$ cat config.mk
export PLATFORM = sky130hd
export DESIGN_NAME = xpc_ctrl
export DESIGN_NICKNAME = d
export VERILOG_FILES = /design/src/xpc_pkg.sv /design/src/xpc_timer.sv /design/src/xpc_ctrl.sv
export SDC_FILE = /design/constraint.sdc
export NUM_CORES = 1
export LEC_CHECK = 0
export BUFFER_PORTS_ARGS = -buffer_cell sky130_fd_sc_hd__buf_2
export CORE_ASPECT_RATIO = 1.4
export CORE_UTILIZATION = 51
export CTS_CLUSTER_DIAMETER = 80
export DETAILED_ROUTE_END_ITERATION = 7
export PLACE_DENSITY = 0.89
export SKIP_LAST_GASP = 1
export SYNTH_ARGS = -nofsm -noshare
export SYNTH_HDL_FRONTEND = slang
export SYNTH_HIERARCHICAL = 1
export SYNTH_SLANG_ARGS = --single-unit
$ cat constraint.sdc
create_clock -name REF_CLK_IN -period 2.85 [get_ports REF_CLK_IN]
set_input_delay 0.57 -clock REF_CLK_IN [delete_from_list [all_inputs] [get_ports REF_CLK_IN]]
set_output_delay 0.57 -clock REF_CLK_IN [all_outputs]
set_load 0.01 [all_outputs]
$ cat src/xpc_pkg.sv
// xpc_pkg: constants shared by the crosspoint controller files
// assumes: 125 MHz single clock, APB register access from software
package xpc_pkg;
    localparam int ADDR_WIDTH = 7;
    localparam int DATA_WIDTH = 6;
    localparam int SEL_WIDTH = 6;
    localparam int NUM_OUTPUTS = 34;
    localparam logic [5:0] BCAST_ADDR = 6'h3f;
    localparam logic [5:0] DISABLE_CODE = 6'h3f;
    localparam logic [3:0] LEVEL_RESET = 4'h7;
    localparam int LEVEL_BITS = 4;
    // apb register byte offsets
    localparam logic [7:0] REG_CMD = 8'h00;
    localparam logic [7:0] REG_ADDR = 8'h04;
    localparam logic [7:0] REG_DATA = 8'h08;
    localparam logic [7:0] REG_STATUS = 8'h0c;
    localparam logic [7:0] REG_READ = 8'h10;
    localparam logic [7:0] REG_HOLD = 8'h14;
    // command codes in REG_CMD[1:0]
    localparam logic [1:0] CMD_WRITE = 2'h0;
    localparam logic [1:0] CMD_UPDATE = 2'h1;
    localparam logic [1:0] CMD_READ = 2'h2;
    localparam logic [1:0] CMD_RESET = 2'h3;
    // field positions
    localparam int ADDR_BANK_BIT = 6;
    localparam int STAT_BUSY_BIT = 0;
    localparam int STAT_ERR_BIT = 1;
    // default strobe width, in clock cycles
    localparam logic [7:0] HOLD_RESET = 8'h04;
    localparam logic [31:0] PERR_ZERO = 32'h0;
    typedef enum logic [2:0] {
        XPC_IDLE, XPC_SETUP, XPC_STROBE, XPC_RECOVER, XPC_RELEASE
    } xpc_state_type;
endpackage : xpc_pkg

$ cat src/xpc_timer.sv
// xpc_timer: loadable down counter giving a one-cycle done pulse
// assumes: load is synchronous to the shared clock
module xpc_timer #(
    parameter int WIDTH = 8
) (
    input wire logic clk_in,
    input wire logic nrst_in,
    input wire logic load_in,
    input wire logic [WIDTH-1:0] value_in,
    output logic done_out
);
    logic [WIDTH-1:0] count_q;
    logic run_q;
    wire logic last = run_q && (count_q <= WIDTH'(1));

    initial begin
        if (WIDTH < 2) $error("xpc_timer: WIDTH must be at least 2");
    end

    always_ff @(posedge clk_in) begin
        if (!nrst_in) begin
            count_q <= '0;
            run_q <= 1'b0;
        end else if (load_in) begin
            count_q <= value_in;
            run_q <= 1'b1;
        end else if (run_q) begin
            count_q <= count_q - WIDTH'(1);
            run_q <= !last;
        end
    end

    // done ignores load: the sequencer reloads on done without a loop
    assign done_out = last;
endmodule : xpc_timer

$ cat src/xpc_ctrl.sv
// xpc_ctrl: controller that drives the crosspoint switch control pins
// assumes: APB master from software, device pins sampled on REF_CLK_IN
// Functional notes
// device holds 34 rows of two 6-bit latch ranks, one per output.
// each write loads one first-rank row; many writes may precede update.
// outputs follow second rank only; unchanged until an update.
// readback drives the data bus with the addressed second-rank word.
// reset clears second rank, disabling outputs, levels back to default.
// with chip select inactive only reset acts.
// chip select release keeps both ranks and the signal matrix intact.
// all control inputs are level sensitive, held for a stable window.
// six low address bits pick the output, binary.
// top address bit picks connection bank (0) or level bank (1).
// output address all ones broadcasts the write to every output.
// connection bank data picks the input, msb first.
// data all ones in the connection bank disables the output.
// level bank uses four low data bits, upper two ignored.
// reset level code is 0111, 16 mA, 2 mA per step.
// controller releases its data drivers throughout readback.
// low write strobe stores the data bus into the addressed row.
// low update strobe copies all first-rank rows, address ignored.
// readback wins over write; the two strobes never overlap here.
// the controller never reads back at the broadcast address.
// invalid output addresses leave latches unchanged.
module xpc_ctrl #(
    parameter int HOLD_WIDTH = 8
) (
    // clock and reset
    input wire logic REF_CLK_IN,
    input wire logic NRST_IN,
    // apb slave
    input wire logic PSEL_IN,
    input wire logic PENABLE_IN,
    input wire logic PWRITE_IN,
    input wire logic [7:0] PADDR_IN,
    input wire logic [31:0] PWDATA_IN,
    output logic [31:0] PRDATA_OUT,
    output logic PREADY_OUT,
    output logic PSLVERR_OUT,
    // device address bus
    output logic [6:0] XP_ADDR_OUT,
    // device data bus, three signals per pin
    input wire logic [5:0] XP_DATA_IN,
    output logic [5:0] XP_DATA_OUT,
    output logic XP_DATA_OE_N_OUT,
    // device strobes, all active low
    output logic XP_CS_N_OUT,
    output logic XP_WRITE_N_OUT,
    output logic XP_UPDATE_N_OUT,
    output logic VIEW_BACK_N_OUT,
    output logic XP_RESET_N_OUT
);
    ////////////////////////////////////////////////////////////////////
    // parameter check
    initial begin
        if (HOLD_WIDTH < 3 || HOLD_WIDTH > 8)
            $error("xpc_ctrl: HOLD_WIDTH must be 3..8");
    end

    ////////////////////////////////////////////////////////////////////
    // registers
    xpc_pkg::xpc_state_type state_q, state_d;
    logic [1:0] cmd_q;
    logic [6:0] addr_q;
    logic [5:0] data_q;
    logic [5:0] read_q;
    logic [HOLD_WIDTH-1:0] hold_q;
    logic err_q;
    logic load;
    logic done;

    ////////////////////////////////////////////////////////////////////
    // apb decode
    wire logic acc = PSEL_IN && PENABLE_IN;
    wire logic wr = acc && PWRITE_IN;
    wire logic busy = (state_q != xpc_pkg::XPC_IDLE);
    wire logic sel_cmd = (PADDR_IN == xpc_pkg::REG_CMD);
    wire logic sel_addr = (PADDR_IN == xpc_pkg::REG_ADDR);
    wire logic sel_data = (PADDR_IN == xpc_pkg::REG_DATA);
    wire logic sel_stat = (PADDR_IN == xpc_pkg::REG_STATUS);
    wire logic sel_read = (PADDR_IN == xpc_pkg::REG_READ);
    wire logic sel_hold = (PADDR_IN == xpc_pkg::REG_HOLD);
    wire logic mapped = sel_cmd || sel_addr || sel_data || sel_stat ||
        sel_read || sel_hold;
    wire logic [1:0] new_cmd = PWDATA_IN[1:0];
    wire logic [5:0] out_sel = addr_q[xpc_pkg::SEL_WIDTH-1:0];
    wire logic out_valid = (out_sel < 6'(xpc_pkg::NUM_OUTPUTS));
    wire logic out_bcast = (out_sel == xpc_pkg::BCAST_ADDR);
    // a write to an invalid output or a broadcast readback is refused
    wire logic bad_write = !out_valid && !out_bcast;
    wire logic bad_read = !out_valid;
    wire logic bad_cmd = (new_cmd == xpc_pkg::CMD_WRITE && bad_write) ||
        (new_cmd == xpc_pkg::CMD_READ && bad_read);
    // a command is started only while idle; busy writes get an error
    wire logic go = wr && sel_cmd && !busy && !bad_cmd;
    wire logic cfg_wr = wr && !busy;
    assign PREADY_OUT = 1'b1;
    assign PSLVERR_OUT = acc && (!mapped ||
        (PWRITE_IN && busy && (sel_cmd || sel_addr || sel_data ||
        sel_hold)) || (wr && sel_cmd && bad_cmd) ||
        (PWRITE_IN && (sel_stat || sel_read)));

    wire logic [31:0] rd_stat = {30'h0, err_q, busy};
    assign PRDATA_OUT = !acc || PWRITE_IN ? xpc_pkg::PERR_ZERO :
        sel_cmd ? {30'h0, cmd_q} :
        sel_addr ? {25'h0, addr_q} :
        sel_data ? {26'h0, data_q} :
        sel_stat ? rd_stat :
        sel_read ? {26'h0, read_q} :
        sel_hold ? {{(32 - HOLD_WIDTH){1'b0}}, hold_q} :
        xpc_pkg::PERR_ZERO;

    always_ff @(posedge REF_CLK_IN) begin
        if (!NRST_IN) begin
            cmd_q <= xpc_pkg::CMD_WRITE;
            addr_q <= '0;
            data_q <= '0;
            hold_q <= HOLD_WIDTH'(xpc_pkg::HOLD_RESET);
        end else begin
            if (go)
                cmd_q <= new_cmd;
            if (cfg_wr && sel_addr)
                addr_q <= PWDATA_IN[6:0];
            if (cfg_wr && sel_data)
                data_q <= PWDATA_IN[5:0];
            if (cfg_wr && sel_hold && PWDATA_IN[HOLD_WIDTH-1:0] > 1)
                hold_q <= PWDATA_IN[HOLD_WIDTH-1:0];
        end
    end

    // error flag: any access answered with PSLVERR sets it, a clean command clears it
    always_ff @(posedge REF_CLK_IN) begin
        if (!NRST_IN)
            err_q <= 1'b0;
        else if (acc && PSLVERR_OUT)
            err_q <= 1'b1;
        else if (go)
            err_q <= 1'b0;
    end

    ////////////////////////////////////////////////////////////////////
    // strobe sequencer: setup, strobe held low, recover, release
    xpc_timer #(
        .WIDTH(HOLD_WIDTH)
    ) u_timer (
        .clk_in(REF_CLK_IN),
        .nrst_in(NRST_IN),
        .load_in(load),
        .value_in(hold_q),
        .done_out(done)
    );

    wire logic in_setup = (state_q == xpc_pkg::XPC_SETUP);
    wire logic in_strobe = (state_q == xpc_pkg::XPC_STROBE);
    wire logic in_recover = (state_q == xpc_pkg::XPC_RECOVER);

    always_comb begin
        state_d = state_q;
        load = 1'b0;
        case (state_q)
            xpc_pkg::XPC_IDLE: begin
                if (go) begin
                    state_d = xpc_pkg::XPC_SETUP;
                    load = 1'b1;
                end
            end
            xpc_pkg::XPC_SETUP: begin
                if (done) begin
                    state_d = xpc_pkg::XPC_STROBE;
                    load = 1'b1;
                end
            end
            xpc_pkg::XPC_STROBE: begin
                if (done) begin
                    state_d = xpc_pkg::XPC_RECOVER;
                    load = 1'b1;
                end
            end
            xpc_pkg::XPC_RECOVER: begin
                if (done)
                    state_d = xpc_pkg::XPC_RELEASE;
            end
            xpc_pkg::XPC_RELEASE:
                state_d = xpc_pkg::XPC_IDLE;
            default:
                state_d = xpc_pkg::XPC_IDLE;
        endcase
    end

    always_ff @(posedge REF_CLK_IN) begin
        if (!NRST_IN)
            state_q <= xpc_pkg::XPC_IDLE;
        else
            state_q <= state_d;
    end

    // readback word sampled at the end of the strobe window
    always_ff @(posedge REF_CLK_IN) begin
        if (!NRST_IN)
            read_q <= '0;
        else if (in_strobe && done && cmd_q == xpc_pkg::CMD_READ)
            read_q <= XP_DATA_IN;
    end

    ////////////////////////////////////////////////////////////////////
    // device pins, all registered
    wire logic active = in_setup || in_strobe || in_recover;
    // the accepting cycle already frames the pins for the new command
    wire logic [1:0] cmd_now = go ? new_cmd : cmd_q;
    wire logic is_wr = (cmd_now == xpc_pkg::CMD_WRITE);
    wire logic is_up = (cmd_now == xpc_pkg::CMD_UPDATE);
    wire logic is_rd = (cmd_now == xpc_pkg::CMD_READ);
    wire logic is_rst = (cmd_now == xpc_pkg::CMD_RESET);
    // next strobe levels: low only in the strobe phase
    wire logic next_strobe = (state_d == xpc_pkg::XPC_STROBE);
    wire logic next_active = (state_d == xpc_pkg::XPC_SETUP) ||
        next_strobe || (state_d == xpc_pkg::XPC_RECOVER);
    // level bank drops the upper two data bits
    wire logic lvl_bank = addr_q[xpc_pkg::ADDR_BANK_BIT];
    wire logic [5:0] wr_data = lvl_bank ?
        {2'h0, data_q[xpc_pkg::LEVEL_BITS-1:0]} : data_q;
    logic oe_n_q;
    logic cs_n_q;

    always_ff @(posedge REF_CLK_IN) begin
        if (!NRST_IN) begin
            XP_ADDR_OUT <= '0;
            XP_DATA_OUT <= '0;
            oe_n_q <= 1'b1;
            cs_n_q <= 1'b1;
            XP_WRITE_N_OUT <= 1'b1;
            XP_UPDATE_N_OUT <= 1'b1;
            VIEW_BACK_N_OUT <= 1'b1;
            XP_RESET_N_OUT <= 1'b1;
        end else begin
            if (go) begin
                XP_ADDR_OUT <= PWDATA_IN[1:0] == xpc_pkg::CMD_UPDATE ?
                    XP_ADDR_OUT : addr_q;
                XP_DATA_OUT <= wr_data;
            end
            // bus driven for writes only, released for all else
            oe_n_q <= !(next_active && is_wr);
            // chip select only framing interface commands, not reset
            cs_n_q <= !(next_active && !is_rst);
            XP_WRITE_N_OUT <= !(next_strobe && is_wr);
            XP_UPDATE_N_OUT <= !(next_strobe && is_up);
            VIEW_BACK_N_OUT <= !(next_strobe && is_rd);
            XP_RESET_N_OUT <= !(next_strobe && is_rst);
        end
    end

    // setup and recover phases keep address and data stable around
    // each level strobe
    assign XP_DATA_OE_N_OUT = oe_n_q;
    assign XP_CS_N_OUT = cs_n_q;
endmodule : xpc_ctrl

# Word-level counts from Yosys, hierarchy flattened
# Cells that the tools add are included.
# W data, S select, Z words.
# classes
add_sub_neg	1
order_cmp	3
n_eq_ne	18
muxes	23
bitwise	1
n_reduce_logical	65
# ops
operator	n
$mux W8	9
$logic_and A1 B1 Y1	28
$eq A8 B4 Y1 const B	2
$eq A8 B5 Y1 const B	2
$logic_not A1 Y1	14
$logic_or A1 B1 Y1	14
$eq A3 B2 Y1 const B	4
$mux W3	4
$pmux W3 S4	1
$eq A2 B2 Y1 const B	4
$eq A8 B3 Y1 const B	1
$gt A8 B1 Y1 const B	1
$le A8 B1 Y1 const B	1
$logic_not A8 Y1	1
$sub A8 B1 Y8 const B	1
$eq A3 B1 Y1 const B	2
$eq A6 B6 Y1 const B	1
$lt A6 B6 Y1 const B	1
$mux W1	6
$mux W6	1
$eq A2 B1 Y1 const B	2
$logic_not A2 Y1	2
$reduce_bool A2 Y1	2
$logic_not A3 Y1	1
other kinds (6)	6
# totals
regBits	61
elab_cells	128

# Depth between registers and ports, before layout
# Gate-level depths: netlist of the first run.
# logic_depth
word_depth	14
ltp_mapped	11

# Hierarchy
# Netlist of the first run, hierarchy kept.
# modules_own_cells
mod	n_inst	cells_per_inst	area_per_inst_um2
xpc_ctrl	1	342	2797.7
xpc_timer	1	62	511.7

# Least setup slack after synthesis of the first run
# Ideal clock, no wire load.
# synth_path
kind	input to register
from	input PADDR_IN[3]
to	register u_timer.count_q[7]
setup_time_ns	0.125
arrival_ns	2.368
t_required_ns	2.725
setup_slack_ns	0.357
stages	9
n_path_buf	2
path_cell_list	nor4_1 > and4_1 > buf_4 > nand2_1 > a221oi_2 > clkbuf_1 > and4b_1 > o21ai_0 > nand3_1
# synth_via
elab_chain_len	7
word_cells_on_any_way	8
# synth_lines
element	line	text
start, declared	xpc_ctrl.sv:35	input wire logic [7:0] PADDR_IN,
$logic_not A8 Y1 (*)	xpc_ctrl.sv:77	wire logic sel_cmd = (PADDR_IN == xpc_pkg::REG_CMD);
$logic_and A1 B1 Y1 (*) (3 in series)	xpc_ctrl.sv:95	wire logic go = wr && sel_cmd && !busy && !bad_cmd;
$mux W1 (*)	xpc_ctrl.sv:162	if (go) begin
$pmux W1 S2 (*)	xpc_ctrl.sv:160	case (state_q)
net load	xpc_ctrl.sv:69	logic load;
$mux W8 / $reduce_bool A2 Y1 (equally long branches)	--	
end signal, assigned	xpc_timer.sv:25	count_q <= value_in;
end signal, assigned	xpc_timer.sv:28	count_q <= count_q - WIDTH'(1);
end, declared	xpc_timer.sv:12	logic [WIDTH-1:0] count_q;
# Mark *: on every way through the listed nets, which the timed path passes. The rest lies on a longest branch.
# A chain may end at the register's enable or synchronous reset.

# Worst setup path after layout of the first run
# layout_path
from	input PADDR_IN[1]
to	output PRDATA_OUT[4]
# layout_via
elab_chain_len	8
word_cells_on_any_way	13
# layout_lines
element	line	text
$eq A8 B5 Y1	xpc_ctrl.sv:82	wire logic sel_hold = (PADDR_IN == xpc_pkg::REG_HOLD);
$mux W8	xpc_ctrl.sv:110	sel_hold ? {{(32 - HOLD_WIDTH){1'b0}}, hold_q} :
$mux W8	xpc_ctrl.sv:109	sel_read ? {26'h0, read_q} :
$mux W8	xpc_ctrl.sv:108	sel_stat ? rd_stat :
$mux W8	xpc_ctrl.sv:107	sel_data ? {26'h0, data_q} :
$mux W8	xpc_ctrl.sv:106	sel_addr ? {25'h0, addr_q} :
$mux W8 (*)	xpc_ctrl.sv:105	sel_cmd ? {30'h0, cmd_q} :
$mux W8 (*)	xpc_ctrl.sv:104	assign PRDATA_OUT = !acc || PWRITE_IN ? xpc_pkg::PERR_ZERO :
end, declared	xpc_ctrl.sv:37	output logic [31:0] PRDATA_OUT,
# Mark *: on every way between the ends. The rest lies on a longest branch, timed or not.

==> metrics.yaml, run 1 <==
clock_latency_ns: 0.34
multi_input_area_um2: 1829
max_freq_mhz: 353.8
grt_pass1_vias: 3002
antennaDiodeCount: 0
drv_slew: 0
grt_first_pass_wirelength_um: 13900
vias: 3279
path_max_fanout: 7
power_mw: 1.733
numCtsBuffers: 9
io_pins: 104
async_flop_share: 0
leakage_nw: 1.494
post_cts_buffers: 0
grtUsageTotal: 0.2562
placedCellCount: 521
crit_chain: "buf_2 -> nor4b_1 -> and3_1 -> a22oi_1 -> a221oi_1 -> buf_2"
crit_path_frequent_cell: "buf_2"
hold_class: "in -> reg"
p_seq_frac: 0.493
cp.arrival_ns: 2.26
critPathTopFamily: "simple AND/OR/NAND/NOR gates"
synth_top_area_frac: 0.3690
finalNonFillerCells: 537
cp_slowest_stage_delay_ns: 0.43
cts_tree: "yes"
fin_ws_ns: 0.02339
io_buffers: 54
cts_max_path_buffers: 2
yosysTopAreaCell: "dfxtp_1"
slowest_stage: "nor4b_1"
tightest_slew_ns: 0.5703
clkPwrFrac: 0.437
grt_max_degree: 30
nets: 513
drtPass1Iterations: 5
yosysMostFrequentCell: "dfxtp_1"
fin_util: 0.6038
end_kind: "primary output"
wl_um: 8709
switching_share: 0.2402
setup-tns-final_ns: 0
fin_crit_sh: 0.9918
placementRows: 34
finish.instance_area_um2: 3776
drive_gt1_frac: 0.2194
die_h_um: 97.32
clock-root-buffer: "clkbuf_8"
power.density_nw_per_um2: 458.9
cp-start-kind: "primary input"
syn-mean-instance-area_um2: 8.192
yosysWarnings: 6
clk_pin_slew_ns: 0.07
ys.flop_type: "dfxtp_1"
drc_errors: 0
finalHoldViolCount: 0
syn_area_um2: 3309
dp_slack_ns: 0.06125
synth_seq_cells: 61
ff_latch_area_um2: 1221
ys_seq_area_frac: 0.3690
cts_hold_buf: 0
htreeDepth: 3
drt-vias-per-instance: 6.106
period_minus_slack_ns: 2.827
post_cts_resized: 0
dp_hpwl_um: 6424
finalSetupViolCount: 0
relSlewSlack: 0.6145
synth_area_leaders: "dfxtp_1 (37%), buf_4 (6.4%), o21ai_0 (6.0%)"
drtAntennaViolNets: 0
die_w_um: 70.08
criticalPathCategory: "in -> out"
whs_ns: 0.4543
design.die.area_um2: 6820
synthCells: 404
yosysUniqueCellTypes: 62
cap_violations: 0
p_int_mw: 1.317
gr-total-overflow: 0
cp_num_buf_inv: 2
antenna_found_initial: 0
vdd.ir_drop.worst_mv: 0.3932
p_comb_frac: 0.070
first_iter_violations: 305
synth_commonest_cells: "dfxtp_1 (61), o21ai_0 (40), a21oi_1 (37), nand2_1 (37), nand3_1 (34)"
synth_edf_count: 0
placed_area_um2: 3580
cts_num_sinks: 61
power.switching_mw: 0.4162
syn2layout_area_growth_pct: 14.10
required_ns: 2.28
status: "complete, no violations"
rsz0062_at_grt: "no"
fin_skew_ns: 0.003056
nFillCells: 531
gp_congestion: 1.020
avgRoutedWirePerCell_um: 16.22
core-area_um2: 6254
start_util: 0.5292
flip-flops by register name, summed over array words and instances, names as in the netlist:
signal	flops
hold_q	8
u_timer/count_q	8
XP_ADDR_OUT	7
addr_q	7
XP_DATA_OUT	6
data_q	6
read_q	6
state_q	3
cmd_q	2
VIEW_BACK_N_OUT	1
XP_CS_N_OUT	1
XP_DATA_OE_N_OUT	1
XP_RESET_N_OUT	1
XP_UPDATE_N_OUT	1
XP_WRITE_N_OUT	1
err_q	1
u_timer/run_q	1
final timing paths:
path	startpoint	to	slack, ns	cells past startpoint
max	PADDR_IN[1]	PRDATA_OUT[4]	0.02	6
min	XP_DATA_IN[5]	read_q[5]	0.45	3
max reg2reg	u_timer/count_q[2]	u_timer/count_q[7]	0.19	9
min reg2reg	XP_ADDR_OUT[3]	XP_ADDR_OUT[3]	0.46	2
final cells by class:
cell class | count | area share
Multi-Input combinational cell | 307 | 0.4844
Sequential cell | 61 | 0.3234
Timing Repair Buffer | 73 | 0.1093
Clock buffer | 12 | 0.03844
Tap cell | 72 | 0.02386
Clock inverter | 4 | 0.01259
Inverter | 8 | 0.007952
worst reg2reg max path, delay by kind of cell (launching register included):
family                 cells  cell delay [ns]
DFF                        1             0.35
and+or+nand+nor            5             1.51
buffers and inverters      1             0.22
AOI/OAI and AO/OA          3             0.47
cell usage in the layout (no fill, tap or decap), types with 3 or more instances in the layout:
cell type / instances
nor2b_1: 4
or3_1: 3
and4_1: 3
nand4_1: 5
o211a_1: 3
a221oi_1: 3
nand2_1: 37
buf_4: 19
a21o_1: 3
mux2i_1: 15
nor2_1: 19
nand2b_1: 3
and3_1: 4
nor4_1: 3
a22oi_1: 4
nand4b_1: 3
o21ai_0: 40
xnor2_1: 3
a21oi_1: 37
buf_2: 54
inv_1: 7
nand3_1: 34
clkbuf_8: 10
and2_1: 5
conb_1: 25
nor3b_1: 3
dfxtp_1: 61
nor3_1: 4
power groups by stage:
stage | Sequential, mW | Clock [mW] | Combinational (mW)
after floorplan | 0.873 | 0 | 0.0947
after global placement | 0.874 | 0 | 0.114
after detailed placement | 0.874 | 0 | 0.116
after CTS | 0.854 | 0.767 | 0.117
after global routing | 0.854 | 0.802 | 0.129
final | 0.855 | 0.757 | 0.121
cell families after synthesis:
group           after synthesis  share of synthesized area
buf+inv                      59                     0.1055
fa+ha+maj                     2                   0.007560
compound gates              113                     0.2140
xor+xnor                      4                    0.01059
flops                        61                     0.3690
mux                          17                    0.05217
simple gates                146                     0.2389
other cells                   2                   0.002269
routing by layer:
metal / part of all wire / GRT usage / up-vias
li1: - / - / 1534
met1: 0.38 / 0.2824 / 1508
met2: 0.49 / 0.4238 / 185
met3: 0.070 / 0.04357 / 52
met4: 0.064 / 0.2108 / 0
met5: 0 / 0 / -
(Power assumes the default switching activity.)
==> run 2: changes to the inputs <==
--- a/config.mk
+++ b/config.mk
@@ -6,7 +6,6 @@
 export NUM_CORES = 1
 export LEC_CHECK = 0
 export BUFFER_PORTS_ARGS = -buffer_cell sky130_fd_sc_hd__buf_2
-export CORE_ASPECT_RATIO = 1.4
 export CORE_UTILIZATION = 51
 export CTS_CLUSTER_DIAMETER = 80
 export DETAILED_ROUTE_END_ITERATION = 7
==> run 2 against run 1 <==
Die area about the same. Cell area up 0.36%. Largest cell class unchanged. Clock-buffer cell count fell by 2. Critical path type unchanged. Combinational power barely moved.
==> metrics.yaml, run 2 (synthesis results as in run 1) <==
status: "complete, no violations"
drtAntennaViolNets: 0  # unchanged
period_minus_slack_ns: 2.653  # -0.1740 ns
leakage_nw: 1.496  # +0.16%
grt_max_degree: 31  # +3.3%
fin_crit_sh: 0.9308  # -0.06104
final_common_cell: "dfxtp_1"
setup-tns-final_ns: 0  # unchanged
drc_errors: 0  # unchanged
drt-vias-per-instance: 5.957  # -2.4%
wl_um: 8551  # -1.8%
whs_ns: 0.4582  # +0.003833 ns
criticalPathCategory: "in -> out"
die_h_um: 82.56  # -15%
cts_hold_buf: 0  # unchanged
required_ns: 2.28  # about the same
cts_num_sinks: 61  # unchanged
drtPass1Iterations: 5  # unchanged
finalSetupViolCount: 0  # unchanged
cts_max_path_buffers: 2  # unchanged
fin_ws_ns: 0.1974  # +0.1740 ns
drive_gt1_frac: 0.2213  # +0.001903
antennaDiodeCount: 0  # unchanged
dp_hpwl_um: 6374  # -0.78%
dp_slack_ns: 0.09524  # +0.03399 ns
end_kind: "primary output"
cp.arrival_ns: 2.08  # -0.18 ns
cts_tree: "yes"
multi_input_area_um2: 1842  # +0.68%
fin_skew_ns: 0.006261  # +0.003204 ns
clock-root-buffer: "clkbuf_8"
grt_first_pass_wirelength_um: 13320  # -4.2%
grt_pass1_vias: 2841  # -5.4%
hold_class: "reg -> reg"
clock_latency_ns: 0.34  # about the same
first_iter_violations: 299  # -2.0%
die_w_um: 82.56  # +18%
cap_violations: 0  # unchanged
placementRows: 28  # -18%
path_max_fanout: 5  # -2
max_freq_mhz: 377.0  # +6.6%
start_util: 0.5429  # +0.01369
antenna_found_initial: 0  # unchanged
gr-total-overflow: 0  # unchanged
rsz0062_at_grt: "no"
cp-start-kind: "primary input"
placed_area_um2: 3561  # -0.52%
power.density_nw_per_um2: 476.6  # +3.9%
grtUsageTotal: 0.2653  # +0.009163
clk_pin_slew_ns: 0.06  # about the same
relSlewSlack: 0.5718  # -0.04264
design.die.area_um2: 6815  # about the same
avgRoutedWirePerCell_um: 15.95  # -1.6%
htreeDepth: 3  # unchanged
vdd.ir_drop.worst_mv: 0.2827  # -28%
numCtsBuffers: 9  # unchanged
drv_slew: 0  # unchanged
nets: 510  # -0.58%
core-area_um2: 6096  # -2.5%
nFillCells: 558  # +5.1%
io_buffers: 54  # unchanged
finish.instance_area_um2: 3790  # +0.36%
ff_latch_area_um2: 1221  # unchanged
gp_congestion: 0.9142  # -10%
vias: 3193  # -2.6%
finalHoldViolCount: 0  # unchanged
io_pins: 104  # unchanged
final_cell_mix: "dfxtp_1 (61), buf_2 (54), o21ai_0 (40)"
tightest_slew_ns: 0.6334  # +0.06306 ns
top_regs: "hold_q x8, u_timer/count_q x8"
syn2layout_area_growth_pct: 14.52
run 2: per-stage QoR:
step / utilization / total power, mW / cells
2_1_floorplan: - / 0.9682 / 427
3_3_place_gp: 0.5842 / 0.9855 / 521
3_5_place_dp: 0.5842 / 0.9876 / 521
4_1_cts: 0.6190 / 1.816 / 536
5_1_grt: 0.6217 / 1.866 / 536
6_report: 0.6217 / 1.806 / 536
run 2: critical path, cell delays in order:
cell and delay, ns:
buf_2 0.13, nor4b_1 0.29, buf_4 0.17, and3_1 0.27
a22oi_1 0.12, a221oi_1 0.33, buf_2 0.19
run 2: timing repair:
| item | 4_1_cts | 5_1_grt |
|---|---|---|
| resized for setup | 0 | 3 |
| buffers inserted | 0 | 0 |
| endpoints found under the setup margin | 0 | 9 |
| hold endpoints to repair | 0 | 0 |
run 2: path summary, 6_finish.rpt:
check                     startpoint  cells after the start  slack (ns)                  to
setup / recovery         PADDR_IN[1]                      7        0.20       PRDATA_OUT[2]
setup reg to reg  u_timer/count_q[2]                      9        0.25  u_timer/count_q[7]
hold reg to reg       XP_ADDR_OUT[5]                      2        0.46      XP_ADDR_OUT[5]
hold / removal        XP_ADDR_OUT[5]                      2        0.46      XP_ADDR_OUT[5]
run 2: power breakdown:
group	total [mW]	internal (mW)	switching, mW
Combinational	0.118	0.0353	0.0827
Clock	0.834	0.506	0.328
Sequential	0.855	0.854	0.000750
run 2: layout make-up:
cell class	count	area share
tap	75	0.02476
inverter	8	0.007923
multi-input combinational	307	0.4860
sequential	61	0.3222
timing repair buffer	70	0.1030
clock inverter	5	0.01981
clock buffer	10	0.03632
run 2: layer usage:
| metal | share of wire | up-vias | GRT usage |
|---|---|---|---|
| met3 | 0.086 | 29 | 0.07253 |
| met1 | 0.41 | 1465 | 0.3201 |
| met5 | 0 | - | 0 |
| met2 | 0.48 | 167 | 0.4413 |
| li1 | - | 1532 | - |
| met4 | 0.028 | 0 | 0.1155 |
==> run 3: changes to the inputs <==
--- a/config.mk
+++ b/config.mk
@@ -6,7 +6,10 @@
 export NUM_CORES = 1
 export LEC_CHECK = 0
 export BUFFER_PORTS_ARGS = -buffer_cell sky130_fd_sc_hd__buf_2
-export CORE_UTILIZATION = 51
+export CELL_PAD_IN_SITES_DETAIL_PLACEMENT = 1
+export CELL_PAD_IN_SITES_GLOBAL_PLACEMENT = 1
+export CORE_MARGIN = 8
+export CORE_UTILIZATION = 37
 export CTS_CLUSTER_DIAMETER = 80
 export DETAILED_ROUTE_END_ITERATION = 7
 export PLACE_DENSITY = 0.89
==> run 3 against run 2 <==
Global-route usage fell by 9.0 points. Register-to-register slack lost 0.09 ns. Non-clock buffer count grew 6. Highest routed layer is now met5. Critical path depth did not move. Sequential share of layout area is 0.73 points lower. Clock power rose by 7.0%. First-iteration DRC count decreased by 38%. Combinational power rose by 8%. Clock-buffer cell count is 2 higher. Clock skew up 0.0065 ns. Critical endpoint is now PRDATA_OUT[4].
==> metrics.yaml, run 3 (synthesis results as in run 1) <==
power.switching_mw: 0.4448  # +8.2%
start_util: 0.3813  # -0.1616
cp-start-kind: "primary input"
power_mw: 1.874  # +3.8%
cp_slowest_stage_delay_ns: 0.32  # about the same
antennaDiodeCount: 0  # unchanged
die_h_um: 110.6  # +34%
clk_pin_slew_ns: 0.08  # +0.02 ns
finalHoldViolCount: 0  # unchanged
wl_met3_um: 751  # +2.2%
clock-root-buffer: "clkbuf_8"
crit_path_frequent_cell: "buf_2"
die_w_um: 110.6  # +34%
min_to: "read_q[2]"
drtAntennaViolNets: 0  # unchanged
worstRegToRegCells: 8  # -1
grt_first_pass_wirelength_um: 17910  # +34%
gr-total-overflow: 0  # unchanged
wl_um: 10970  # +28%
hold_start: "XP_DATA_IN[2]"
vdd.ir_drop.worst_mv: 0.3247  # +15%
cap_violations: 0  # unchanged
rsz0062_at_grt: "yes"
antenna_found_initial: 1  # +1
route.met2.wl_um: 5505  # +35%
p_seq_frac: 0.456  # -0.017
hold_class: "in -> reg"
regToRegSetupSlack_ns: 0.16  # -0.09 ns
critPathTopFamily: "simple AND/OR/NAND/NOR gates"
drv_slew: 0  # unchanged
core-area_um2: 8678  # +42%
p_int_mw: 1.429  # +2.4%
p_comb_frac: 0.068  # +0.003
grt_pass1_vias: 3572  # +26%
wl_met1_um: 4219  # +21%
status: "complete, no violations"
cp.arrival_ns: 2.20  # +0.12 ns
cts_max_path_buffers: 2  # unchanged
min_path_cells: 3  # +1
design.die.area_um2: 12230  # +79%
vias: 3301  # +3.4%
crit_chain: "buf_2 -> nor4b_1 -> buf_4 -> and3_1 -> a22oi_1 -> a221oi_1 -> buf_2"
placementRows: 34  # +21%
avgRoutedWirePerCell_um: 19.05  # +19%
grtUsageTotal: 0.1755  # -0.08986
period_minus_slack_ns: 2.769  # +0.1167 ns
r2r_end: "u_timer/count_q[5]"
io_pins: 104  # unchanged
drive_gt1_frac: 0.2286  # +0.007374
cp_num_buf_inv: 3  # unchanged
crit-reg2reg-launch: "u_timer/count_q[2]"
drc_errors: 0  # unchanged
required_ns: 2.28  # about the same
first_iter_violations: 185  # -38%
final_cell_mix: "dfxtp_1 (61), buf_2 (54), o21ai_0 (40)"
syn2layout_area_growth_pct: 17.16
io_buffers: 54  # unchanged
cts_num_sinks: 61  # unchanged
slowest_stage: "a221oi_1"
crit_start: "PADDR_IN[4]"
leakage_nw: 1.530  # +2.2%
top_layer_used: "met5"
max_freq_mhz: 361.1  # -4.2%
grt_max_degree: 30  # -3.2%
fin_skew_ns: 0.01271  # +0.006454 ns
numCtsBuffers: 9  # unchanged
fin_util: 0.4468  # -0.1749
top_regs: "hold_q x8, u_timer/count_q x8"
cts_tree: "yes"
criticalPathCategory: "in -> out"
gp_congestion: 0.8991  # -1.7%
relSlewSlack: 0.5890  # +0.01716
final_common_cell: "dfxtp_1"
htreeDepth: 3  # unchanged
fin_crit_sh: 0.9717  # +0.04095
power.density_nw_per_um2: 483.3  # +1.4%
nets: 516  # +1.2%
cts_hold_buf: 0  # unchanged
clock_latency_ns: 0.36  # +0.02 ns
end_kind: "primary output"
clkPwrFrac: 0.476  # +0.014
dp_hpwl_um: 8220  # +29%
drtPass1Iterations: 4  # -1
finalSetupViolCount: 0  # unchanged
tightest_slew_ns: 0.6080  # -0.02538 ns
drt-vias-per-instance: 5.731  # -3.8%
path_max_fanout: 9  # +4
nFillCells: 1113  # +99%
switching_share: 0.2373  # +0.009776
-- run 3: routing by layer --
layer | track usage | vias to the layer above
met1 | 0.1879 | 1579
li1 | - | 1535
met2 | 0.3037 | 132
met5 | 0 | -
met3 | 0.05465 | 53
met4 | 0.08919 | 2
-- run 3: how the worst max path moves through the flow --
| stage | end | slack, ns | cells past startpoint |
|---|---|---|---|
| after detailed placement | read_q[0] | 0.1 | 7 |
| after global routing | u_timer/count_q[7] | -0.02 | 9 |
| final | PRDATA_OUT[4] | 0.08 | 7 |
| after floorplan | u_timer/count_q[7] | 0.36 | 9 |
| after CTS | read_q[0] | 0.10 | 7 |
| after global placement | PRDATA_OUT[5] | 0.19 | 7 |
-- run 3: timing repair --
action,in CTS,in global routing
gates resized for setup,0,2
endpoints found under the setup margin,0,10
buffers inserted,0,0
-- run 3: cell type report --
class                           count  area (um2)  area share
Multi-Input combinational cell    307        1831      0.4721
Sequential cell                    61        1221      0.3149
Timing Repair Buffer               76       435.4      0.1123
Clock buffer                       12       155.1     0.04001
Tap cell                          108       135.1     0.03485
Clock inverter                      4       70.07     0.01807
Inverter                            8       30.03    0.007744
-- run 3: tightest hold or removal path, stage by stage --
cell and delay, ns:
buf_2 0.07, mux2i_1 0.05, nor2_1 0.07
-- run 3: through the flow --
| stage | setup slack [ns] | std cells | TNS (ns) | hold slack (ns) | area (um2) |
|---|---|---|---|---|---|
| finish | 0.08065 | 576 | 0 | 0.4401 | 3877 |
| global route | -0.02111 | 576 | -0.04123 | 0.4614 | 3877 |
| detailed placement | 0.09584 | 560 | 0 | 0.4522 | 3647 |
| global placement | 0.1942 | 560 | 0 | 0.4448 | 3647 |
| CTS | 0.1010 | 576 | 0 | 0.4367 | 3872 |
| floorplan | 0.3568 | 427 | 0 | 0.4288 | 3396 |
-- run 3: power by group through the flow --
stage / Clock, mW / Sequential, mW / Combinational, mW
CTS: 0.901 / 0.854 / 0.123
global placement: 0 / 0.874 / 0.118
global route: 0.935 / 0.854 / 0.138
floorplan: 0 / 0.873 / 0.0947
detailed placement: 0 / 0.874 / 0.122
finish: 0.892 / 0.854 / 0.127
